## config.mk

```make
export PLATFORM = sky130hd
export DESIGN_NAME = tcb_device_flat
export DESIGN_NICKNAME = d
export VERILOG_FILES = /design/src/pkg/tcb_pkg.sv /design/src/pkg/tcb_link_if.sv /design/src/rtl/tcb_arbiter.sv /design/src/rtl/tcb_device.sv /design/src/flat_wrapper.sv
export VERILOG_INCLUDE_DIRS = /design/src /design/src/pkg
export SDC_FILE = /design/constraint.sdc
export NUM_CORES = 1
export LEC_CHECK = 0
export BUFFER_PORTS_ARGS = -buffer_cell sky130_fd_sc_hd__buf_2
export CORE_AREA = 3 3 184 186
export CTS_CLUSTER_DIAMETER = 80
export DETAILED_ROUTE_END_ITERATION = 10
export DIE_AREA = 0 0 187 189
export PLACE_DENSITY = 0.47
export SLEW_MARGIN = 5
export SYNTH_ARGS = -nofsm -noshare
export SYNTH_HDL_FRONTEND = slang
export SYNTH_SLANG_ARGS = --single-unit
```

## constraint.sdc

```tcl
create_clock -name hclk -period 3.9 [get_ports hclk]
set_input_delay 0 -clock hclk [delete_from_list [all_inputs] [get_ports hclk]]
set_output_delay 0 -clock hclk [all_outputs]
set_load 0.01 [all_outputs]
```

## src/pkg/tcb_consts.svh

```systemverilog
/*
 * Constants for the tag configuration byte bank: byte indices, bit positions,
 * reset values and protocol figures.
 * Assumes it is included by its bare name from every file that needs it.
 */
`ifndef TCB_CONSTS_SVH
`define TCB_CONSTS_SVH

`define TCB_NBYTES 7
`define TCB_IDX_ANS 3'h0
`define TCB_IDX_SEL 3'h1
`define TCB_IDX_CFG0 3'h2
`define TCB_IDX_CFG1 3'h3
`define TCB_IDX_CFG2 3'h4
`define TCB_IDX_MASK0 3'h5
`define TCB_IDX_MASK1 3'h6
`define TCB_WORKING_ONLY 3

`define TCB_ANS_DEF 8'h44
`define TCB_SEL_DEF 8'h00
`define TCB_CFG0_DEF 8'h00
`define TCB_CFG1_DEF 8'h00
`define TCB_CFG2_DEF 8'h80
`define TCB_MASK_DEF 8'h00

`define TCB_B_SILENT_EN 7
`define TCB_B_THR_HI 6
`define TCB_B_THR_LO 4
`define TCB_B_ARB 3
`define TCB_B_ADDR_HI 2
`define TCB_B_CRC_STORE 7
`define TCB_B_VREG_HI 6
`define TCB_B_VREG_LO 2
`define TCB_B_RRES_HI 1
`define TCB_B_RFCFG_EN 7
`define TCB_B_TUN 6
`define TCB_B_EXT 5
`define TCB_B_NAK 4
`define TCB_B_AUTH_SET 3
`define TCB_B_SEL_INV 2
`define TCB_B_POW_HI 1
`define TCB_B_CASCADE 2
`define TCB_B_SEL6 6

`define TCB_I2C_GROUP 4'hA
`define TCB_PAYLOAD_CRC 6'h1E
`define TCB_PAYLOAD_FULL 6'h20

`define TCB_HA_CTRL 8'h00
`define TCB_HA_STATUS 8'h04
`define TCB_HA_TARGET 8'h08

`endif

```

## src/pkg/tcb_pkg.sv

```systemverilog
/*
 * Types shared by both ends of the configuration byte bank link.
 * Assumes nothing beyond a SystemVerilog compiler.
 */
package tcb_pkg;
    typedef enum logic [1:0] {
        TCB_MODE_STANDALONE = 2'b00,
        TCB_MODE_TUNNEL = 2'b01,
        TCB_MODE_EXTENDED = 2'b10
    } tcb_mode_e;

    typedef enum logic [1:0] {
        TCB_RF_CONFIG = 2'b00,
        TCB_RF_AUTH_SETTING = 2'b01,
        TCB_RF_PASSWORD = 2'b10
    } tcb_rf_kind_e;

    typedef logic [7:0] tcb_byte_t;
endpackage

```

## src/pkg/tcb_link_if.sv

```systemverilog
/*
 * Serial-host link between the host controller and the tag, reduced to one
 * addressed byte transfer at a time.
 * Assumes both ends run on the same clock.
 */
`timescale 1ns/1ps
interface tcb_link_if;
    logic req;
    logic we;
    logic [6:0] dev_addr;
    logic [3:0] addr;
    logic [7:0] wdata;
    logic ack;
    logic nack;
    logic [7:0] rdata;

    modport host (output req, output we, output dev_addr, output addr, output wdata,
                  input ack, input nack, input rdata);
    modport device (input req, input we, input dev_addr, input addr, input wdata,
                    output ack, output nack, output rdata);
endinterface

```

## src/rtl/tcb_arbiter.sv

```systemverilog
/*
 * Memory access arbiter between the RF side and the serial host side.
 * Assumes each requester holds its request until it has finished.
 */
`timescale 1ns/1ps
module tcb_arbiter (
    input wire logic hclk,
    input wire logic hresetn,
    input wire logic rf_priority,
    input wire logic rf_req,
    input wire logic host_req,
    output logic rf_grant,
    output logic host_grant
);
    logic rf_grant_next;
    logic host_grant_next;

    // A tie in one cycle goes to RF, since RF timing cannot be stretched.
    always_comb begin
        rf_grant_next = 1'b0;
        host_grant_next = 1'b0;
        if (rf_priority) begin
            rf_grant_next = rf_req;
            host_grant_next = host_req && !rf_req;
        end else if (rf_grant && rf_req) begin
            rf_grant_next = 1'b1;
        end else if (host_grant && host_req) begin
            host_grant_next = 1'b1;
        end else begin
            rf_grant_next = rf_req;
            host_grant_next = host_req && !rf_req;
        end
    end

    always_ff @(posedge hclk or negedge hresetn) begin
        if (!hresetn) begin
            rf_grant <= 1'b0;
            host_grant <= 1'b0;
        end else begin
            rf_grant <= rf_grant_next;
            host_grant <= host_grant_next;
        end
    end
endmodule

```

## src/rtl/tcb_device.sv

```systemverilog
/*
 * Tag end: configuration byte bank with stored and working copies, RF access
 * control, anticollision answers, silent mode and mode selection.
 * Assumes a host on the link interface and RF, field and comparator inputs
 * synchronous to hclk.
 */
`timescale 1ns/1ps
`include "tcb_consts.svh"
module tcb_device (
    input wire logic hclk,
    input wire logic hresetn,
    tcb_link_if.device link,
    input wire logic rf_req,
    input wire tcb_pkg::tcb_rf_kind_e rf_kind,
    input wire logic rf_we,
    input wire logic [2:0] rf_addr,
    input wire logic [7:0] rf_wdata,
    input wire logic rf_authenticated,
    input wire logic cascade_level2,
    input wire logic field_present,
    input wire logic supply_below,
    input wire logic rf_mem_req,
    input wire logic host_mem_req,
    output logic rf_ack,
    output logic rf_refused,
    output logic [7:0] rf_rdata,
    output logic rf_auth_write_ok,
    output logic [7:0] sens_res_byte1,
    output logic [7:0] sel_res,
    output logic rf_off,
    output logic [2:0] silent_threshold_code,
    output logic [6:0] i2c_address,
    output logic crc_store,
    output logic crc_check_en,
    output logic [5:0] payload_limit,
    output logic [4:0] aux_regulator_level,
    output logic [1:0] aux_regulator_res,
    output tcb_pkg::tcb_mode_e mode,
    output logic route_to_memory,
    output logic nak_on_error,
    output logic [1:0] power_mode,
    output logic [7:0] irq_mask_0,
    output logic [7:0] irq_mask_1,
    output logic rf_mem_grant,
    output logic host_mem_grant
);
    import tcb_pkg::*;

    tcb_byte_t cfg_nv_reg [`TCB_NBYTES];
    tcb_byte_t cfg_wk_reg [`TCB_NBYTES];
    logic loaded_reg;
    logic answered_reg;
    logic field_prev_reg;
    logic below_latched_reg;
    logic host_take;
    logic host_match;
    logic host_wr;
    logic host_wk_only;
    logic rf_ok;
    logic rf_wr;
    logic [7:0] sel_next;
    tcb_mode_e mode_next;

    assign host_match = (link.dev_addr ==
        {`TCB_I2C_GROUP, cfg_wk_reg[`TCB_IDX_CFG0][`TCB_B_ADDR_HI:0]});
    assign host_take = link.req && !answered_reg && loaded_reg;
    assign host_wr = host_take && host_match && link.we;
    assign host_wk_only = link.addr[`TCB_WORKING_ONLY];
    // RF requests are refused while the RF part is off or still loading.
    always_comb begin
        rf_ok = 1'b0;
        unique case (rf_kind)
            TCB_RF_CONFIG: rf_ok = cfg_wk_reg[`TCB_IDX_CFG2][`TCB_B_RFCFG_EN];
            TCB_RF_AUTH_SETTING:
                rf_ok = cfg_wk_reg[`TCB_IDX_CFG2][`TCB_B_AUTH_SET] && rf_authenticated;
            TCB_RF_PASSWORD: rf_ok = rf_authenticated;
            default: rf_ok = 1'b0;
        endcase
        if (rf_off || !loaded_reg) begin
            rf_ok = 1'b0;
        end
    end
    assign rf_wr = rf_req && rf_ok && rf_we && (rf_kind == TCB_RF_CONFIG)
        && (rf_addr < `TCB_NBYTES);

    // Stored copy: written by the host and by permitted RF writes. Host is last so it wins.
    always_ff @(posedge hclk or negedge hresetn) begin
        if (!hresetn) begin
            cfg_nv_reg[`TCB_IDX_ANS] <= `TCB_ANS_DEF;
            cfg_nv_reg[`TCB_IDX_SEL] <= `TCB_SEL_DEF;
            cfg_nv_reg[`TCB_IDX_CFG0] <= `TCB_CFG0_DEF;
            cfg_nv_reg[`TCB_IDX_CFG1] <= `TCB_CFG1_DEF;
            cfg_nv_reg[`TCB_IDX_CFG2] <= `TCB_CFG2_DEF;
            cfg_nv_reg[`TCB_IDX_MASK0] <= `TCB_MASK_DEF;
            cfg_nv_reg[`TCB_IDX_MASK1] <= `TCB_MASK_DEF;
        end else begin
            if (rf_wr) begin
                cfg_nv_reg[rf_addr] <= rf_wdata;
            end
            if (host_wr && !host_wk_only && (link.addr[2:0] < `TCB_NBYTES)) begin
                cfg_nv_reg[link.addr[2:0]] <= link.wdata;
            end
        end
    end

    // Working copy: filled from the stored copy once after reset, then follows writes.
    always_ff @(posedge hclk or negedge hresetn) begin
        if (!hresetn) begin
            for (int i = 0; i < `TCB_NBYTES; i++) begin
                cfg_wk_reg[i] <= 8'h00;
            end
            loaded_reg <= 1'b0;
        end else if (!loaded_reg) begin
            for (int i = 0; i < `TCB_NBYTES; i++) begin
                cfg_wk_reg[i] <= cfg_nv_reg[i];
            end
            loaded_reg <= 1'b1;
        end else begin
            if (rf_wr) begin
                cfg_wk_reg[rf_addr] <= rf_wdata;
            end
            if (host_wr && !host_wk_only && (link.addr[2:0] < `TCB_NBYTES)) begin
                cfg_wk_reg[link.addr[2:0]] <= link.wdata;
            end
            // Working-only writes touch just the volatile fields; the stored byte stays.
            if (host_wr && host_wk_only) begin
                unique case (link.addr[2:0])
                    `TCB_IDX_CFG0: cfg_wk_reg[`TCB_IDX_CFG0][`TCB_B_ARB] <=
                        link.wdata[`TCB_B_ARB];
                    `TCB_IDX_CFG2: cfg_wk_reg[`TCB_IDX_CFG2][`TCB_B_TUN:`TCB_B_EXT] <=
                        link.wdata[`TCB_B_TUN:`TCB_B_EXT];
                    `TCB_IDX_MASK0: cfg_wk_reg[`TCB_IDX_MASK0] <= link.wdata;
                    `TCB_IDX_MASK1: cfg_wk_reg[`TCB_IDX_MASK1] <= link.wdata;
                    default: ;
                endcase
            end
        end
    end

    // Link answer: one pulse per request, one cycle after it is seen.
    always_ff @(posedge hclk or negedge hresetn) begin
        if (!hresetn) begin
            answered_reg <= 1'b0;
            link.ack <= 1'b0;
            link.nack <= 1'b0;
            link.rdata <= 8'h00;
        end else begin
            link.ack <= host_take && host_match;
            link.nack <= host_take && !host_match;
            if (!link.req) begin
                answered_reg <= 1'b0;
            end else if (host_take) begin
                answered_reg <= 1'b1;
            end
            if (host_take && host_match && !link.we) begin
                if (link.addr[2:0] >= `TCB_NBYTES) begin
                    link.rdata <= 8'h00;
                end else if (host_wk_only) begin
                    link.rdata <= cfg_wk_reg[link.addr[2:0]];
                end else begin
                    link.rdata <= cfg_nv_reg[link.addr[2:0]];
                end
            end
        end
    end

    // RF access answers.
    always_ff @(posedge hclk or negedge hresetn) begin
        if (!hresetn) begin
            rf_ack <= 1'b0;
            rf_refused <= 1'b0;
            rf_rdata <= 8'h00;
            rf_auth_write_ok <= 1'b0;
        end else begin
            rf_ack <= rf_req && rf_ok;
            rf_refused <= rf_req && !rf_ok;
            rf_auth_write_ok <= rf_req && rf_ok && rf_we && (rf_kind != TCB_RF_CONFIG);
            if (rf_req && rf_ok && !rf_we && (rf_kind == TCB_RF_CONFIG)) begin
                rf_rdata <= (rf_addr < `TCB_NBYTES) ? cfg_wk_reg[rf_addr] : 8'h00;
            end
        end
    end

    // The supply is judged once per field entry, so a sagging supply later does not
    // silence a tag that is already talking.
    always_ff @(posedge hclk or negedge hresetn) begin
        if (!hresetn) begin
            field_prev_reg <= 1'b0;
            below_latched_reg <= 1'b0;
            rf_off <= 1'b0;
        end else begin
            field_prev_reg <= field_present;
            if (field_present && !field_prev_reg) begin
                below_latched_reg <= supply_below;
            end
            rf_off <= cfg_wk_reg[`TCB_IDX_CFG0][`TCB_B_SILENT_EN] && below_latched_reg;
        end
    end

    always_comb begin
        sel_next = cfg_wk_reg[`TCB_IDX_SEL];
        sel_next[`TCB_B_CASCADE] = !cascade_level2;
        if (cascade_level2 && cfg_wk_reg[`TCB_IDX_CFG2][`TCB_B_SEL_INV]) begin
            sel_next[`TCB_B_SEL6] = !cfg_wk_reg[`TCB_IDX_SEL][`TCB_B_SEL6];
        end
        if (cfg_wk_reg[`TCB_IDX_CFG2][`TCB_B_TUN]) begin
            mode_next = TCB_MODE_TUNNEL;
        end else if (cfg_wk_reg[`TCB_IDX_CFG2][`TCB_B_EXT]) begin
            mode_next = TCB_MODE_EXTENDED;
        end else begin
            mode_next = TCB_MODE_STANDALONE;
        end
    end

    // Decoded outputs follow the working copy with one cycle of latency, except crc_check_en, which is held at 1.
    always_ff @(posedge hclk or negedge hresetn) begin
        if (!hresetn) begin
            sens_res_byte1 <= 8'h00;
            sel_res <= 8'h00;
            silent_threshold_code <= 3'h0;
            i2c_address <= 7'h00;
            crc_store <= 1'b0;
            crc_check_en <= 1'b0;
            payload_limit <= `TCB_PAYLOAD_FULL;
            aux_regulator_level <= 5'h00;
            aux_regulator_res <= 2'h0;
            mode <= TCB_MODE_STANDALONE;
            route_to_memory <= 1'b0;
            nak_on_error <= 1'b0;
            power_mode <= 2'h0;
            irq_mask_0 <= 8'h00;
            irq_mask_1 <= 8'h00;
        end else begin
            sens_res_byte1 <= cfg_wk_reg[`TCB_IDX_ANS];
            sel_res <= sel_next;
            silent_threshold_code <=
                cfg_wk_reg[`TCB_IDX_CFG0][`TCB_B_THR_HI:`TCB_B_THR_LO];
            i2c_address <= {`TCB_I2C_GROUP,
                cfg_wk_reg[`TCB_IDX_CFG0][`TCB_B_ADDR_HI:0]};
            crc_store <= cfg_wk_reg[`TCB_IDX_CFG1][`TCB_B_CRC_STORE]
                && (mode_next == TCB_MODE_TUNNEL);
            crc_check_en <= 1'b1;
            payload_limit <= (cfg_wk_reg[`TCB_IDX_CFG1][`TCB_B_CRC_STORE]
                && (mode_next == TCB_MODE_TUNNEL)) ? `TCB_PAYLOAD_CRC : `TCB_PAYLOAD_FULL;
            aux_regulator_level <=
                cfg_wk_reg[`TCB_IDX_CFG1][`TCB_B_VREG_HI:`TCB_B_VREG_LO];
            aux_regulator_res <= cfg_wk_reg[`TCB_IDX_CFG1][`TCB_B_RRES_HI:0];
            mode <= mode_next;
            route_to_memory <= (mode_next == TCB_MODE_STANDALONE);
            nak_on_error <= cfg_wk_reg[`TCB_IDX_CFG2][`TCB_B_NAK];
            power_mode <= cfg_wk_reg[`TCB_IDX_CFG2][`TCB_B_POW_HI:0];
            irq_mask_0 <= cfg_wk_reg[`TCB_IDX_MASK0];
            irq_mask_1 <= cfg_wk_reg[`TCB_IDX_MASK1];
        end
    end

    tcb_arbiter u_arbiter (
        .hclk(hclk),
        .hresetn(hresetn),
        .rf_priority(cfg_wk_reg[`TCB_IDX_CFG0][`TCB_B_ARB]),
        .rf_req(rf_mem_req && !rf_off),
        .host_req(host_mem_req),
        .rf_grant(rf_mem_grant),
        .host_grant(host_mem_grant)
    );
endmodule

```

## src/flat_wrapper.sv

```systemverilog
// flat-port wrapper written by rule: the top's interface ports become plain ports
module tcb_device_flat import tcb_pkg::*;
  (hclk, hresetn, rf_req, rf_kind, rf_we, rf_addr, rf_wdata, rf_authenticated, cascade_level2, field_present, supply_below, rf_mem_req, host_mem_req, rf_ack, rf_refused, rf_rdata, rf_auth_write_ok, sens_res_byte1, sel_res, rf_off, silent_threshold_code, i2c_address, crc_store, crc_check_en, payload_limit, aux_regulator_level, aux_regulator_res, mode, route_to_memory, nak_on_error, power_mode, irq_mask_0, irq_mask_1, rf_mem_grant, host_mem_grant, link_req, link_we, link_dev_addr, link_addr, link_wdata, link_ack, link_nack, link_rdata);
  tcb_link_if link_i ();
  input wire logic hclk;
  input wire logic hresetn;
  input wire logic rf_req;
  input wire tcb_pkg::tcb_rf_kind_e rf_kind;
  input wire logic rf_we;
  input wire logic [2:0] rf_addr;
  input wire logic [7:0] rf_wdata;
  input wire logic rf_authenticated;
  input wire logic cascade_level2;
  input wire logic field_present;
  input wire logic supply_below;
  input wire logic rf_mem_req;
  input wire logic host_mem_req;
  output logic rf_ack;
  output logic rf_refused;
  output logic [7:0] rf_rdata;
  output logic rf_auth_write_ok;
  output logic [7:0] sens_res_byte1;
  output logic [7:0] sel_res;
  output logic rf_off;
  output logic [2:0] silent_threshold_code;
  output logic [6:0] i2c_address;
  output logic crc_store;
  output logic crc_check_en;
  output logic [5:0] payload_limit;
  output logic [4:0] aux_regulator_level;
  output logic [1:0] aux_regulator_res;
  output tcb_pkg::tcb_mode_e mode;
  output logic route_to_memory;
  output logic nak_on_error;
  output logic [1:0] power_mode;
  output logic [7:0] irq_mask_0;
  output logic [7:0] irq_mask_1;
  output logic rf_mem_grant;
  output logic host_mem_grant;
  input wire logic [$bits(link_i.req)-1:0] link_req;
  input wire logic [$bits(link_i.we)-1:0] link_we;
  input wire logic [$bits(link_i.dev_addr)-1:0] link_dev_addr;
  input wire logic [$bits(link_i.addr)-1:0] link_addr;
  input wire logic [$bits(link_i.wdata)-1:0] link_wdata;
  output wire logic [$bits(link_i.ack)-1:0] link_ack;
  output wire logic [$bits(link_i.nack)-1:0] link_nack;
  output wire logic [$bits(link_i.rdata)-1:0] link_rdata;
  assign link_i.req = link_req;
  assign link_i.we = link_we;
  assign link_i.dev_addr = link_dev_addr;
  assign link_i.addr = link_addr;
  assign link_i.wdata = link_wdata;
  assign link_ack = link_i.ack;
  assign link_nack = link_i.nack;
  assign link_rdata = link_i.rdata;
  tcb_device u_core (.hclk(hclk), .hresetn(hresetn), .link(link_i), .rf_req(rf_req), .rf_kind(rf_kind), .rf_we(rf_we), .rf_addr(rf_addr), .rf_wdata(rf_wdata), .rf_authenticated(rf_authenticated), .cascade_level2(cascade_level2), .field_present(field_present), .supply_below(supply_below), .rf_mem_req(rf_mem_req), .host_mem_req(host_mem_req), .rf_ack(rf_ack), .rf_refused(rf_refused), .rf_rdata(rf_rdata), .rf_auth_write_ok(rf_auth_write_ok), .sens_res_byte1(sens_res_byte1), .sel_res(sel_res), .rf_off(rf_off), .silent_threshold_code(silent_threshold_code), .i2c_address(i2c_address), .crc_store(crc_store), .crc_check_en(crc_check_en), .payload_limit(payload_limit), .aux_regulator_level(aux_regulator_level), .aux_regulator_res(aux_regulator_res), .mode(mode), .route_to_memory(route_to_memory), .nak_on_error(nak_on_error), .power_mode(power_mode), .irq_mask_0(irq_mask_0), .irq_mask_1(irq_mask_1), .rf_mem_grant(rf_mem_grant), .host_mem_grant(host_mem_grant));
endmodule
```

Word-level counts from Yosys, hierarchy flattened
Cells that the tools add are included.
{ "totals": {"elab_cells": 151, "in_bits": 44, "ff_bits": 199, "out_inout_bits": 87} }
{ "classes": {"mux": 47, "eq_ne": 9, "n_reduce_logical": 44, "bitwise": 2, "n_lt_le_gt_ge": 7} }
{ "ops": {"columns": ["cell", "n"], "rows": [
  ["56-bit 2-to-1 mux", 6],
  ["56-bit bitwise mux", 4],
  ["8-bit 2-to-1 mux", 13],
  ["8-bit binary-select mux with 3-bit select", 3],
  ["8-bit demux with 3-bit select", 2],
  ["1-bit logical AND", 28],
  ["16-bit 2-to-1 mux", 1],
  ["1-bit zero test", 12],
  ["1-bit 2-to-1 mux", 12],
  ["3-bit == test, second input constant", 3],
  ["4-bit >= comparator, second input constant", 2],
  ["4-bit by 1-bit less-than comparator with 1-bit output, second input constant", 2],
  ["2-bit 2-to-1 mux", 4],
  ["3-bit inverter with 4-bit output", 2],
  ["7-bit == test", 1],
  ["3-bit less-than comparator, second input constant", 2],
  ["6-bit 2-to-1 mux", 1],
  ["2-bit by 1-bit == test with 1-bit output, second input constant", 2],
  ["2-bit zero test", 2],
  ["3-bit by 2-bit == test with 1-bit output, second input constant", 1],
  ["3-bit >= comparator, second input constant", 1],
  ["1-bit one-hot mux with 3 select lines", 1],
  ["2-bit == test, second input constant", 1],
  ["2-bit by 1-bit inequality test with 1-bit output, second input constant", 1],
  ["2 further kinds", 2]
]} }

Depth between registers and ports, before layout
{ "logic_depth": {"word_depth": 14, "ltp_mapped": 9, "depth_no_buf": 6} }

Hierarchy
Synthesis repeated with hierarchy kept, for this count alone.
{ "hier_totals": {"cells_unflattened": 1045, "area_unflattened_um2": 9829.4} }
{ "modules_own_cells": {"columns": ["module", "cells_per_inst", "instances", "area_per_inst_um2", "seq_area_each_um2"], "rows": [
  ["tcb_device", 1039, 1, 9754.4, 4784.6],
  ["tcb_arbiter", 6, 1, 75.1, 50.0]
]} }

Worst setup path after synthesis
No wires, ideal clock.
{ "synth_timing": {"path_type": "register to register", "from": "reg u_core.loaded_reg", "to": "reg u_core.cfg_wk_reg[35] (netlist bit)", "setup_ps": 130, "synth_period_minus_slack_ps": 2319, "setup_slack_ps": 1581, "path_stages_with_launch": 8, "required_time_ps": 3770, "t_arrival_ps": 2190, "path_buffers": 2, "cell_sequence": "dfrtp_1 buf_4 or4b_4 or4_1 buf_2 mux2_4 mux2i_1 o21ai_1"} }
{ "synth_via": {"elab_chain_len": 14, "word_cells_on_any_way": 20, "cone_classes": "mux: 8; reduce/logical: 12"} }
{ "synth_rtl": {"columns": ["item", "line", "text"], "rows": [
  ["start: declaration", "tcb_device.sv:51", "logic loaded_reg;"],
  ["start signal: assignment", "tcb_device.sv:112", "loaded_reg <= 1'b0;"],
  ["start signal: assignment", "tcb_device.sv:117", "loaded_reg <= 1'b1;"],
  ["1-bit zero test", "tcb_device.sv:79", "if (rf_off || !loaded_reg) begin"],
  ["1-bit logical OR", "tcb_device.sv:79", null],
  ["1-bit 2-to-1 mux", "tcb_device.sv:79", null],
  ["1-bit logical AND (4 in a row)", "tcb_device.sv:83", "assign rf_wr = rf_req && rf_ok && rf_we && (rf_kind == TCB_RF_CONFIG)"],
  ["56-bit 2-to-1 mux", "tcb_device.sv:119", "if (rf_wr) begin"],
  ["56-bit 2-to-1 mux", "tcb_device.sv:113", "end else if (!loaded_reg) begin"],
  ["56-bit bitwise mux", "tcb_device.sv:123", "cfg_wk_reg[link.addr[2:0]] <= link.wdata;"],
  ["56-bit 2-to-1 mux", "tcb_device.sv:122", "if (host_wr && !host_wk_only && (link.addr[2:0] < `TCB_NBYTES)) begin"],
  ["1-bit 2-to-1 mux", "tcb_device.sv:127", "unique case (link.addr[2:0])"],
  ["1-bit 2-to-1 mux", "tcb_device.sv:126", "if (host_wr && host_wk_only) begin"],
  ["56-bit 2-to-1 mux (*)", "tcb_device.sv:113", null],
  ["end signal: indexed assignment", "tcb_device.sv:115", "cfg_wk_reg[i] <= cfg_nv_reg[i];"],
  ["end signal: indexed assignment", "tcb_device.sv:123", null],
  ["end signal: indexed assignment", "tcb_device.sv:128", "`TCB_IDX_CFG0: cfg_wk_reg[`TCB_IDX_CFG0][`TCB_B_ARB] <="],
  ["end: declaration", "tcb_device.sv:50", "tcb_byte_t cfg_wk_reg [`TCB_NBYTES];"]
]} }
Mark *: on every way between the ends. The rest lies on a longest branch, timed or not. The select of a mux whose other input is x is not followed.
A chain may end at the register's enable or synchronous reset.

Worst setup path after layout
{ "layout_timing": {"from": "reg u_core.cfg_wk_reg[23] (netlist bit)", "to": "reg u_core.cfg_nv_reg[23] (netlist bit)"} }
{ "layout_via": {"elab_chain_len": 9} }
{ "layout_rtl": {"columns": ["item", "line", "text"], "rows": [
  ["start signal: indexed assignment", "tcb_device.sv:115", null],
  ["start signal: indexed assignment", "tcb_device.sv:120", "cfg_wk_reg[rf_addr] <= rf_wdata;"],
  ["start signal: indexed assignment", "tcb_device.sv:123", null],
  ["1-bit one-hot mux with 3 select lines (*)", "tcb_device.sv:72", "unique case (rf_kind)"],
  ["1-bit 2-to-1 mux (*)", "tcb_device.sv:79", null],
  ["1-bit logical AND (*) (4 in a row)", "tcb_device.sv:83", null],
  ["56-bit 2-to-1 mux (*)", "tcb_device.sv:97", "if (rf_wr) begin"],
  ["56-bit bitwise mux", "tcb_device.sv:101", "cfg_nv_reg[link.addr[2:0]] <= link.wdata;"],
  ["56-bit 2-to-1 mux (*)", "tcb_device.sv:100", "if (host_wr && !host_wk_only && (link.addr[2:0] < `TCB_NBYTES)) begin"],
  ["end signal: indexed assignment", "tcb_device.sv:89", "cfg_nv_reg[`TCB_IDX_ANS] <= `TCB_ANS_DEF;"],
  ["end signal: indexed assignment", "tcb_device.sv:98", "cfg_nv_reg[rf_addr] <= rf_wdata;"],
  ["end signal: indexed assignment", "tcb_device.sv:101", null],
  ["end: declaration", "tcb_device.sv:49", "tcb_byte_t cfg_nv_reg [`TCB_NBYTES];"]
]} }
Mark *: on every way between the ends. The rest lies on a longest branch, timed or not.

==> key figures <==
Place
  • DP Worst Slack: approximately 1.1 ns
  • DP Area: 10650 sq um
  • Detailed placement HPWL: 26660 um
  • Port Buffers: between 100 and 150
  • Final weighted congestion in routability-driven placement: 0.9186

Timing
  • Fraction of the cycle the final worst path needs: 0.7914
  • Final hold violation count: 0
  • Time the final worst path needs with I/O delays and setup: about 3 ns
  • Clock skew after layout: ~0.016 ns
  • Min setup slack post-route: about 0.81 ns
  • Count of pins over their slew limit: 0
  • Max-slew headroom at the worst pin: 0.3056
  • Fmax: 0.3240 GHz
  • Unrepaired setup endpoints after global routing: no
  • Worst slew pin tran: 1.033 ns
  • Final setup vio count: 0
  • Setup_tns: 0 ns

CTS
  • Resize count post-CTS: 0
  • Clock latency at the later pin of the worst-skew pair: around 0.45 ns
  • Clock sink count: roughly 190
  • Clock slew seen by the registers of the worst setup and hold paths: approximately 0.08 ns
  • Level count of the clock H-tree: 4
  • Maximum number of buffers from clock root to sink: 2
  • Clock root buffer: clkbuf_16
  • # hold bufs at CTS: 17
  • Setup Fix Bufs, Post-CTS: 0
  • CTS tree: built
  • Total CTS buffers: 17

Detailed routing
  • Average wire per cell in the routed design: 25.09 um
  • DR pass1 iterations: 5
  • Initial drt markers: between 900 and 1000
  • DRC violations left: 0
  • Post-route antenna net violation count: 0
  • Via-to-Cell Ratio: about 5.5
  • Count of vias placed by the detailed router: around 8200
  • Total wire length after detailed routing: about 37000 um

Finish
  • Commonest non-fill, non-tap cells in the layout: 188 x dfrtp_1, 126 x buf_2, 123 x nand2_1, 61 x mux2i_1, 55 x a21oi_1
  • Area of combinational cells with multiple inputs: between 4000 and 5000 sq um
  • Post-route core utilization: 0.3505
  • Area growth from synthesis to layout: 17.23%
  • Number of antenna repair diodes: 0
  • Register area: about 4800 sq um
  • Final net count: approximately 1100
  • Fraction of final layout cells with drive strength greater than 1: 0.2254
  • Number of fillers in the final layout: between 3000 and 4000
  • Cell area after layout: ~11000 sq um
  • Commonest non-fill, non-tap cell in the layout: dfrtp_1

Global routing
  • Remaining Overflow, GRT: 0
  • Vias in the first global route: ~7800
  • Maximum number of pins on one net before global-route repair: around 100
  • First-pass GRT wire length: 54820 um
  • Initial antenna violation count: 0
  • All-layer global routing usage: 0.2097

Logic synthesis
  • Flip-flop cell with the highest count after synthesis: dfrtp_1
  • Synth warn: 0
  • Number of synthesized flops with an enable pin: 0
  • Synthesized netlist cell count: between 900 and 1000
  • Synthesized flop and latch total: just under 200
  • Synth unique cells: between 50 and 60
  • Part of the Yosys area used for sequential elements: 0.4983
  • Mean instance size in the synthesized netlist: 10.30 sq um
  • Post-synth ARST share: 1.000
  • Cell area after synthesis: between 9000 and 10000 sq um

Die
  • Starting Density: 0.2989
  • Core area: 32450 sq um
  • FP Rows: 66
  • Number of top-level pins: 131
  • Die height: around 190 um
  • Die W: between 150 and 200 um
  • Area of the die: 35340 sq um

Critical path
  • Required time reported for the critical path endpoint: between 4 and 5 ns
  • Arrival time of the worst setup path: about 3.5 ns
  • Crit Path Class: reg2reg
  • Delay-heaviest family, CP: simple AND/OR/NAND/NOR gates
  • Count of buffering cells on the critical path with inverters included: 2
  • Critical path cell sequence: nor4bb_1, nand4_1, buf_4, mux2i_1, a21oi_1, dlygate4sd3_1
  • Highest net fanout along the worst path: 12
  • Slowest cell on the critical path: nand4_1
  • Crit-path max cell delay: about 0.77 ns
  • Startpoint of the worst setup timing path: u_core.cfg_wk_reg[23]
  • Crit start category: flip-flop
  • Critical path endpoint category: flip-flop
  • Startpoint of the worst-slack reg-to-reg timing path: u_core.cfg_wk_reg[23]

Power
  • Pwr per Cell Area: 396.9 nW/um^2
  • Net load switching power: about 1.3 mW
  • Int Power: approximately 3.2 mW
  • Net switching fraction of the power: 0.2922
  • Sum of internal, switching and leakage power: roughly 4.5 mW
  • Clock share of power: 0.378
  • Fraction of power consumed by combinational cells: 0.125
  • Leakage power summed over all cells: 5.334 nW
  • Sequential group share of total power: 0.496
  • Peak supply drop: about 0.22 mV

Hold path
  • Worst min-delay path category: in2reg
  • Hold Path Origin: link_wdata[2]

Status
  • Outcome: finished, final reports clean

Flow run
  • Number of violations of the max-capacitance limit: 0
-- stage by stage --
step	hold slack (ns)	cells
after floorplan	-0.2956	944
after global placement	0.1213	1440
after detailed placement	0.1195	1440
after CTS	0.009178	1489
after global routing	0.02209	1489
final	0.01722	1489
-- synthesized netlist by cell type, drive strengths merged (4+ instances only) --
master     n  area (sq um)
o221a      6         67.56
o2bb2ai   14         122.6
a211o      5         43.79
nor2b     10         62.56
inv       12         45.04
o21ai     46         230.2
and3      15         93.84
a32o       4         40.04
mux4      22         495.5
a21oi     55         275.3
o22ai     28         175.2
dfrtp    189          4730
o21a      26         195.2
nand2b     6         37.54
a31oi     17         106.4
nor4       5         43.79
a22oi      7         52.55
nand2    123         461.7
clkbuf    64         241.5
mux2      18         206.4
buf       26         151.4
o211ai    14         105.1
dfstp      4         105.1
a22o       5         43.79
a211oi    11         82.58
mux2i     61         610.6
nand4     15         106.4
and2      20         125.1
nor2      49         183.9
nand3     26         130.1
-- power groups by stage --
stage               Combinational (mW)  Sequential (mW)  Clock, mW
global placement                 0.550             2.28          0
finish                           0.565             2.24       1.71
global route                     0.612             2.25       1.82
detailed placement               0.553             2.28          0
CTS                              0.567             2.24       1.74
floorplan                        0.296             2.23          0
-- worst register-to-register path: stages, from the launching register on --
cell and delay [ns]:
dfrtp_1 0.55, nor4bb_1 0.41, nand4_1 0.77, buf_4 0.47, mux2i_1 0.13, a21oi_1 0.15
dlygate4sd3_1 0.57
-- logic make-up (layout without fill, tap and decap cells) --
logic type / Yosys count / in the layout / share of synthesized area
xor+xnor: 4 / 4 / 0.003612
flops: 193 / 193 / 0.4983
compound gates: 246 / 246 / 0.1661
simple gates: 294 / 294 / 0.1508
other cells: 2 / 4 / 0.0007741
mux: 101 / 101 / 0.1353
buf+inv: 102 / 205 / 0.04514
-- layer usage --
layer	track usage	wire (um)	vias to the layer above
met5	0	0	-
met4	0.07764	1305	0
li1	-	-	3617
met1	0.2936	16840	4166
met2	0.3174	16360	372
met3	0.04925	2849	56
-- cell type report --
type	count	area share
sequential	193	0.4252
timing repair buffer	161	0.08284
multi-input combinational	649	0.3906
clock inverter	13	0.008911
inverter	12	0.003960
tap	442	0.04862
clock buffer	19	0.03982
-- path summary, 6_finish.rpt --
| path | endpoint | slack, ns | depth (start not counted) |
|---|---|---|---|
| max | u_core.cfg_nv_reg[23] | 0.81 | 6 |
| min reg2reg | u_core.irq_mask_1[5] | 0.48 | 0 |
| max in group asynchronous | u_core.cfg_wk_reg[43] | 2.58 | 3 |
| min in group asynchronous | u_core.aux_regulator_level[4] | 0.21 | 2 |
| min | u_core.cfg_nv_reg[2] | 0.02 | 3 |
| max reg2reg | u_core.cfg_nv_reg[23] | 0.81 | 6 |
Power figures use the tool's default switching activity.
